<file path="src/verilog/ctml_pkg.sv">
// Shared constants for the coax transceiver message logic
`default_nettype none
package ctml_pkg;
   // ===============================================
   // Clock and bit timing
   // ===============================================
   localparam int CLK_MHZ = 100; // System clock rate
   localparam int BIT_NS = 100; // One Manchester bit cell at 10 Mb/s
   localparam int BIT_CYC = (BIT_NS * CLK_MHZ) / 1000; // Cycles per bit cell
   localparam int SQE_TEST_BITS = 10; // Post-frame test length in bit cells
   localparam int SQE_TEST_CYC = SQE_TEST_BITS * BIT_CYC; // Test length in cycles
   localparam int SQE_GAP_NS = 1000; // Idle-to-test delay, inside 0.6 to 1.6 us
   localparam int SQE_GAP_CYC = (SQE_GAP_NS * CLK_MHZ) / 1000; // Delay in cycles
   localparam int JABBER_MS = 50; // Transmit window, inside 20 to 150 ms
   localparam int JABBER_CYC = JABBER_MS * 1000 * CLK_MHZ; // Window in cycles
   // ===============================================
   // Code symbols on the attachment circuits
   // ===============================================
   localparam logic [1:0] SYM_IDL = 2'h0; // Idle
   localparam logic [1:0] SYM_CD0 = 2'h1; // Data zero
   localparam logic [1:0] SYM_CD1 = 2'h2; // Data one
   localparam logic [1:0] SYM_CS0 = 2'h3; // Control signal zero
   // ===============================================
   // Transmit sequence states
   // ===============================================
   typedef enum logic [1:0] {TX_IDLE, TX_ACTIVE, TX_GAP, TX_SQE} ctml_tx_state_t;
endpackage
`default_nettype wire

</file>
<file path="src/verilog/ctml_pair_buf.sv">
// Small valid/ready buffer between station output and trunk driver
`timescale 1ns/1ps
`default_nettype none
module ctml_pair_buf #(
   parameter int WIDTH = 1, // Word width
   parameter int DEPTH = 2 // Entries
) (
   input wire logic clk, // System clock
   input wire logic rst, // Async reset, active high
   input wire logic inValid, // Word offered
   input wire logic [WIDTH-1:0] inData, // Offered word
   output logic inReady, // Room for a word
   output logic outValid, // Word available
   output logic [WIDTH-1:0] outData, // Oldest word
   input wire logic outReady // Drain accepts word
);
   localparam int PW = (DEPTH > 1) ? $clog2(DEPTH) : 1; // Pointer width
   localparam int CW = $clog2(DEPTH + 1); // Count width
   logic [WIDTH-1:0] mem [DEPTH]; // Storage
   logic [PW-1:0] wrPtr_r; // Write slot
   logic [PW-1:0] rdPtr_r; // Read slot
   logic [CW-1:0] count_r; // Words held
   logic push; // Word written this cycle
   logic pop; // Word read this cycle

   // Wrap a pointer at the buffer end
   function automatic logic [PW-1:0] nextPtr(input logic [PW-1:0] p);
      nextPtr = (p == PW'(DEPTH - 1)) ? '0 : p + PW'(1);
   endfunction

   // ===============================================
   // Handshake
   // ===============================================
   // Honest flags: full stalls the station, empty idles the driver
   assign inReady = (count_r != CW'(DEPTH));
   assign outValid = (count_r != '0);
   assign outData = mem[rdPtr_r];
   assign push = inValid && inReady;
   assign pop = outValid && outReady;

   // Storage write, no reset needed on data
   always_ff @(posedge clk)
   begin
      if (push)
      begin
         mem[wrPtr_r] <= inData;
      end
   end

   // Pointers and fill level
   always_ff @(posedge clk or posedge rst)
   begin
      if (rst)
      begin
         wrPtr_r <= '0;
         rdPtr_r <= '0;
         count_r <= '0;
      end
      else
      begin
         if (push)
         begin
            wrPtr_r <= nextPtr(wrPtr_r);
         end
         if (pop)
         begin
            rdPtr_r <= nextPtr(rdPtr_r);
         end
         if (push && !pop)
         begin
            count_r <= count_r + CW'(1);
         end
         else if (pop && !push)
         begin
            count_r <= count_r - CW'(1);
         end
      end
   end
endmodule // ctml_pair_buf
`default_nettype wire

</file>
<file path="src/verilog/ctml_message_logic.sv">
// Message logic of a coax medium attachment unit: data, idle, isolate, SQE, jabber
`timescale 1ns/1ps
`default_nettype none
module ctml_message_logic #(
   parameter int unsigned JABBER_CYC = ctml_pkg::JABBER_CYC // Transmit window in cycles
) (
   input wire logic clk, // 100 MHz system clock
   input wire logic rst, // Async reset, active high
   input wire logic doStb, // Station symbol on data out
   input wire logic [1:0] doSym, // Data out symbol
   output logic doReady, // Buffer room for data out
   input wire logic [1:0] coSym, // Control out symbol level
   output logic [1:0] diSym, // Data in symbol
   output logic diStb, // Data in symbol strobe
   output logic [1:0] ciSym, // Control in symbol
   input wire logic rxValid, // Trunk receiver bit valid
   input wire logic rxBit, // Trunk receiver bit
   input wire logic rxActive, // Trunk carrier present
   input wire logic collDetect, // Analog collision detector, async
   output logic txValid, // Bit to trunk driver
   output logic txBit, // Trunk driver bit
   input wire logic txReady, // Trunk driver takes bit
   output logic txDriverEn, // Normal driver path active
   output logic txPosDisable // Positive transmitter disable
);
   import ctml_pkg::*;

   // ===============================================
   // Declarations
   // ===============================================
   localparam int SQE_W = $clog2(SQE_TEST_CYC + SQE_GAP_CYC + 1); // Sequence counter width
   ctml_tx_state_t txState_r; // Transmit sequence state
   logic [SQE_W-1:0] seqCnt_r; // Gap and test counter
   logic [31:0] jabCnt_r; // Continuous transmit time
   logic jabber_r; // Output inhibited by jabber
   logic isolate_r; // Isolate request held
   logic collSync1_r; // Detector first stage
   logic collSync2_r; // Detector second stage
   logic sqeReq; // Some cause of SQE present
   logic txEn; // Trunk output allowed
   logic isData; // Station offers a data symbol
   logic bufInValid; // Word into buffer
   logic bufOutValid; // Word from buffer
   logic bufOutData; // Buffered bit
   logic bufOutReady; // Driver stage drains buffer
   logic bufInReady; // Buffer has room
   logic diStb_r; // Data in strobe
   logic [1:0] diSym_r; // Data in symbol
   logic [1:0] ciSym_r; // Control in symbol
   logic txValid_r; // Driver bit valid
   logic txBit_r; // Driver bit
   logic txDriverEn_r; // Driver path enable
   logic doReady_r; // Registered buffer room

   assign isData = doStb && (doSym == SYM_CD0 || doSym == SYM_CD1);
   assign txEn = !isolate_r && !jabber_r;
   // Collision, SQE test and jabber all show as one control-in error
   assign sqeReq = collSync2_r || (txState_r == TX_SQE) || jabber_r;

   // ===============================================
   // Control out: isolate and normal
   // ===============================================
   // Held as a level; IDL returns the unit to the normal state
   always_ff @(posedge clk or posedge rst)
   begin
      if (rst)
      begin
         isolate_r <= 1'b0;
      end
      else
      begin
         isolate_r <= (coSym == SYM_CS0);
      end
   end

   // ===============================================
   // Collision detector synchroniser
   // ===============================================
   // Analog comparator is asynchronous; only the second stage is read
   always_ff @(posedge clk or posedge rst)
   begin
      if (rst)
      begin
         collSync1_r <= 1'b0;
         collSync2_r <= 1'b0;
      end
      else
      begin
         collSync1_r <= collDetect;
         collSync2_r <= collSync1_r;
      end
   end

   // ===============================================
   // Transmit sequence and post-frame SQE test
   // ===============================================
   // Frame ends on an IDL strobe; gap, then a ten-cell test
   always_ff @(posedge clk or posedge rst)
   begin
      if (rst)
      begin
         txState_r <= TX_IDLE;
         seqCnt_r <= '0;
      end
      else
      begin
         unique case (txState_r)
            TX_IDLE:
            begin
               // First data symbol opens a frame
               if (isData)
               begin
                  txState_r <= TX_ACTIVE;
               end
            end
            TX_ACTIVE:
            begin
               // Output idle closes the frame
               if (doStb && doSym == SYM_IDL)
               begin
                  txState_r <= TX_GAP;
                  seqCnt_r <= SQE_W'(SQE_GAP_CYC - 1);
               end
            end
            TX_GAP:
            begin
               // Data restarting cancels the pending test
               if (isData)
               begin
                  txState_r <= TX_ACTIVE;
               end
               else if (seqCnt_r == '0)
               begin
                  txState_r <= TX_SQE;
                  seqCnt_r <= SQE_W'(SQE_TEST_CYC - 1);
               end
               else
               begin
                  seqCnt_r <= seqCnt_r - SQE_W'(1);
               end
            end
            TX_SQE:
            begin
               // Test runs its full length even if data returns
               if (seqCnt_r == '0)
               begin
                  txState_r <= TX_IDLE;
               end
               else
               begin
                  seqCnt_r <= seqCnt_r - SQE_W'(1);
               end
            end
         endcase
      end
   end

   // ===============================================
   // Jabber timer
   // ===============================================
   // Unit has a monitor, so only an isolate request clears the inhibit
   always_ff @(posedge clk or posedge rst)
   begin
      if (rst)
      begin
         jabCnt_r <= '0;
         jabber_r <= 1'b0;
      end
      else
      begin
         if (isolate_r)
         begin
            jabber_r <= 1'b0;
            jabCnt_r <= '0;
         end
         else if (txState_r == TX_ACTIVE && !jabber_r)
         begin
            // Window expired: stop further output
            if (jabCnt_r >= JABBER_CYC - 1)
            begin
               jabber_r <= 1'b1;
            end
            jabCnt_r <= jabCnt_r + 32'h1;
         end
         else if (txState_r != TX_ACTIVE)
         begin
            jabCnt_r <= '0;
         end
      end
   end

   // ===============================================
   // Transmit data path
   // ===============================================
   assign bufInValid = isData;
   // Disabled output still drains, so the station is never stuck
   assign bufOutReady = !txValid_r || txReady || !txEn;

   ctml_pair_buf #(
      .WIDTH(1),
      .DEPTH(2)
   ) u_buf (
      .clk(clk),
      .rst(rst),
      .inValid(bufInValid),
      .inData(doSym == SYM_CD1),
      .inReady(bufInReady),
      .outValid(bufOutValid),
      .outData(bufOutData),
      .outReady(bufOutReady)
   );

   // Driver stage; isolate or jabber drops the bit at once
   always_ff @(posedge clk or posedge rst)
   begin
      if (rst)
      begin
         txValid_r <= 1'b0;
         txBit_r <= 1'b0;
         txDriverEn_r <= 1'b0;
         doReady_r <= 1'b0;
      end
      else
      begin
         if (!txEn)
         begin
            txValid_r <= 1'b0;
         end
         else if (!txValid_r || txReady)
         begin
            txValid_r <= bufOutValid;
            txBit_r <= bufOutData;
         end
         txDriverEn_r <= txEn && (txState_r == TX_ACTIVE);
         doReady_r <= bufInReady;
      end
   end

   // ===============================================
   // Receive path and control in
   // ===============================================
   // One output register, no bit-cell resampling; isolate not consulted
   always_ff @(posedge clk or posedge rst)
   begin
      if (rst)
      begin
         diSym_r <= SYM_IDL;
         diStb_r <= 1'b0;
         ciSym_r <= SYM_IDL;
      end
      else
      begin
         diStb_r <= rxValid;
         if (rxValid)
         begin
            diSym_r <= rxBit ? SYM_CD1 : SYM_CD0;
         end
         else if (!rxActive)
         begin
            diSym_r <= SYM_IDL;
         end
         // Runs whether or not the station sends data
         ciSym_r <= sqeReq ? SYM_CS0 : SYM_IDL;
      end
   end

   assign diSym = diSym_r;
   assign diStb = diStb_r;
   assign ciSym = ciSym_r;
   assign txValid = txValid_r;
   assign txBit = txBit_r;
   assign txDriverEn = txDriverEn_r;
   assign txPosDisable = isolate_r;
   assign doReady = doReady_r;
endmodule // ctml_message_logic
`default_nettype wire

</file>
<file path="config.mk">
export PLATFORM = sky130hd
export DESIGN_NAME = ctml_message_logic
export DESIGN_NICKNAME = d
export VERILOG_FILES = /design/src/verilog/ctml_pkg.sv /design/src/verilog/ctml_pair_buf.sv /design/src/verilog/ctml_message_logic.sv
export SDC_FILE = /design/constraint.sdc
export NUM_CORES = 1
export LEC_CHECK = 0
export ABC_AREA = 1
export BUFFER_PORTS_ARGS = -buffer_cell sky130_fd_sc_hd__buf_2
export CAP_MARGIN = 20
export CORE_UTILIZATION = 35
export DETAILED_ROUTE_END_ITERATION = 10
export PLACE_DENSITY = 0.52
export SYNTH_ARGS = -nofsm -noshare
export SYNTH_HDL_FRONTEND = slang
export SYNTH_SLANG_ARGS = --single-unit
</file>
<file path="constraint.sdc">
create_clock -name clk -period 1.7 [get_ports clk]
set_input_delay 0.255 -clock clk [delete_from_list [all_inputs] [get_ports clk]]
set_output_delay 0.255 -clock clk [all_outputs]
set_load 0.05 [all_outputs]
</file>
==> impl_metrics.py <==
metrics = {
    "status": {
        "run_status": "finished, final reports clean",
    },
    "cts": {
        "cts_num_sinks": 60,
        "cts_buffer_depth": 2,
        "cts_tree": "built",
        "numCtsBuffers": 9,
        "htree_levels": 3,
        "clkTransAtPathRegs_ns": 0.07,
        "cts-root-buf": "clkbuf_8",
        "clk_latency_ns": 0.34,
    },
    "worst_setup_path": {
        "arrival_ns": 1.80,
        "cp-end-kind": "flop",
        "crit_fanout": 3,
        "critPathKind": "flop to flop",
        "crit_path_start_kind": "flop",
        "crit_required_ns": 1.92,
    },
    "synthesis": {
        "syn_area_mm2": 0.003563,
        "synth.distinct_cells": 37,
        "yosysSeqAreaShare_pct": 42.42,
        "synth_simple_gate_area_share_pct": 35.67,
        "syn_area_per_cell_um2": 7.184,
        "synth_compound_area_share_pct": 9.656,
        "async_flop_share_pct": 96.67,
        "synthCells": 496,
        "synth_edf_count": 2,
        "synth_area_leaders": "dfrtp_1 (41%), nand2_1 (15%), nor2_1 (7.6%)",
        "synth_top_family_by_area": "simple AND/OR/NAND/NOR gates",
        "ys_ff_latch": 60,
        "synth.top_cell.area_share_pct": 40.73,
        "yosys.area.top_type": "dfrtp_1",
        "synthFlopType": "dfrtp_1",
        "synth_fp_nets": 513,
        "muxShareOfSynthArea_pct": 0,
        "yosys_warnings": 0,
        "synth-xor-area-share_pct": 1.721,
        "synthAdderAreaFrac_pct": 1.756,
    },
    "floorplan": {
        "coreArea_mm2": 0.009819,
        "ios": 22,
        "dieWidth_um": 102.9,
        "dieArea_mm2": 0.01059,
        "rows": 36,
        "start_util_pct": 36.29,
        "die_h_um": 102.9,
    },
    "route": {
        "vias_per_cell": 4.717,
        "first_iter_violations": 109,
        "ant_nets": 0,
        "dr.pass1.iters": 4,
        "num_vias": 3212,
        "drt-wirelength-per-cell_um": 12.76,
        "totalWireLength_um": 8689,
        "drcViolationCount": 0,
    },
    "cells_and_area": {
        "antennaDiodeCount": 0,
        "finalNonFillerCells": 681,
        "postLayoutCellArea_mm2": 0.004235,
        "finalNetCount": 560,
        "fillerInstances": 1044,
        "utilization_pct": 43.13,
        "drive_above_1_share_pct": 16.97,
        "areaGrowthSynthToFinish_pct": 18.86,
    },
    "sta": {
        "slew_viol_final": 0,
        "fin_crit_ns": 1.582,
        "tightestPinTransition_ns": 0.4703,
        "finClkSkew_ns": 0.006809,
        "hold_viol": 0,
        "relSlewSlack_pct": 68.53,
        "rsz0062_at_grt": "false",
        "post-route-period-util_pct": 93.06,
        "clock.fmax_mhz": 632.1,
        "holdWs_ns": 0.02927,
        "setup_viol": 0,
        "setup-tns-final_ns": 0,
    },
    "place": {
        "port_buffers": 21,
        "dpl.hpwl_um": 6497,
        "dpl.cell_count": 664,
        "place.gp.congestion": 0.8722,
        "dpl_cell_area_mm2": 0.003953,
    },
    "grt": {
        "overflow": 0,
        "grt_pass1_vias": 3086,
        "grt_start_max_net_pins": 59,
        "antenna_found_initial": 0,
        "grt_pass1_wl_um": 14500,
        "grt_util_all_layers_pct": 18.16,
    },
    "power_and_ir_drop": {
        "vdd_drop_max_mv": 0.7425,
        "p_leak_nw": 1.973,
        "power.density_mw_per_mm2": 1197,
    },
    "run": {
        "drv_cap": 0,
    },
    "worst_hold_path": {
        "min_path_type": "primary input to flop",
    },
}
[layout by cell type (no fill, tap or decap), drive strengths merged]
cell and n:
nand2 151, nor2 85, inv 69, dfrtp 58, buf 39, nand3 32, o21ai 25, a21oi 18
nand4 11, clkbuf 11, nor3 7, xor2 5, ha 5, clkinv 5, o2111ai 3, bufinv 3
o22ai 3, a31oi 2, a22oi 2, xnor2 2, o211ai 2, edfxtp 2, a211oi 1, nand3b 1
clkinvlp 1, and2 1, a22o 1, or2 1, a32o 1, dlygate4sd3 1
[through the flow]
step / setup WS [ns] / power (mW)
floorplan: -0.01665 / 2.983
global placement: 0.01236 / 3.392
detailed placement: -0.05068 / 3.411
CTS: 0.03487 / 5.110
global route: 0.01806 / 5.429
finish: 0.1179 / 5.070
[metal layers]
| layer | global-route usage [%] | part of all wire [%] | vias up |
|---|---|---|---|
| li1 | - | - | 1667 |
| met1 | 23.22 | 48 | 1498 |
| met2 | 30.41 | 48 | 40 |
| met3 | 4.610 | 3.0 | 7 |
| met4 | 5.092 | 1.3 | 0 |
| met5 | 0 | 0 | - |
[logic make-up after synthesis]
| kind of cell | count (synthesis) |
|---|---|
| compound gates | 58 |
| fa+ha+maj | 5 |
| flops | 60 |
| xor+xnor | 7 |
| buf+inv | 77 |
| simple gates | 289 |
[cells in the mapped netlist (all sizes together), types with 3 or more instances]
| cell type | number |
|---|---|
| o22ai | 3 |
| inv | 70 |
| nor3 | 7 |
| clkinv | 3 |
| o21ai | 25 |
| xor2 | 5 |
| dfrtp | 58 |
| o2111ai | 3 |
| ha | 5 |
| buf | 4 |
| nand2 | 151 |
| a21oi | 18 |
| nand3 | 32 |
| nor2 | 85 |
| nand4 | 11 |
[final cells by class]
cell class	instances	area [um2]	share of cell area, %
Clock buffer	11	151.4	3.575
Sequential cell	60	1513	35.72
Inverter	73	281.5	6.647
Tap cell	133	166.4	3.929
Timing Repair Buffer	40	262.8	6.204
Multi-Input combinational cell	359	1753	41.39
Clock inverter	5	107.6	2.541
[where the power goes]
part / switching (mW) / internal [mW] / leakage [nW]
sequential: 0.169 / 1.66 / 0.774
combinational: 1.05 / 0.519 / 1.07
clock: 0.607 / 1.06 / 0.130
[flip-flops by register name, indices dropped and copies added (netlist names), 2 cells and up]
name           flops
txState_r          2
u_buf.mem          2
seqCnt_r           8
diSym              2
u_buf.count_r      2
jabCnt_r          32
[path summary, 6_finish.rpt]
check / endpoint / cells after the start / from / slack, ns
setup / recovery: u_buf.count_r[1] / 7 / txPosDisable / 0.12
hold / removal: collSync1_r / 1 / collDetect / 0.03
setup reg to reg: u_buf.count_r[1] / 7 / txPosDisable / 0.12
hold reg to reg: collSync2_r / 0 / collSync1_r / 0.36
max in group asynchronous: txPosDisable / 4 / rst / 0.86
min in group asynchronous: u_buf.wrPtr_r / 4 / rst / 0.53
[critical path: stages, from the launching register on]
cell and delay (ns):
dfrtp_2 0.40, nor2_1 0.16, inv_1 0.11, o22ai_2 0.13, ha_1 0.27, a21oi_1 0.11
o21ai_0 0.12, xor2_1 0.15
[what timing repair did]
item                       4_1_cts  5_1_grt
resized for setup                0        4
hold buffers                     1        0
setup endpoints to repair        0        4
hold endpoints to repair        13        0
buffers inserted                 0        0
(Power assumes the default switching activity.)
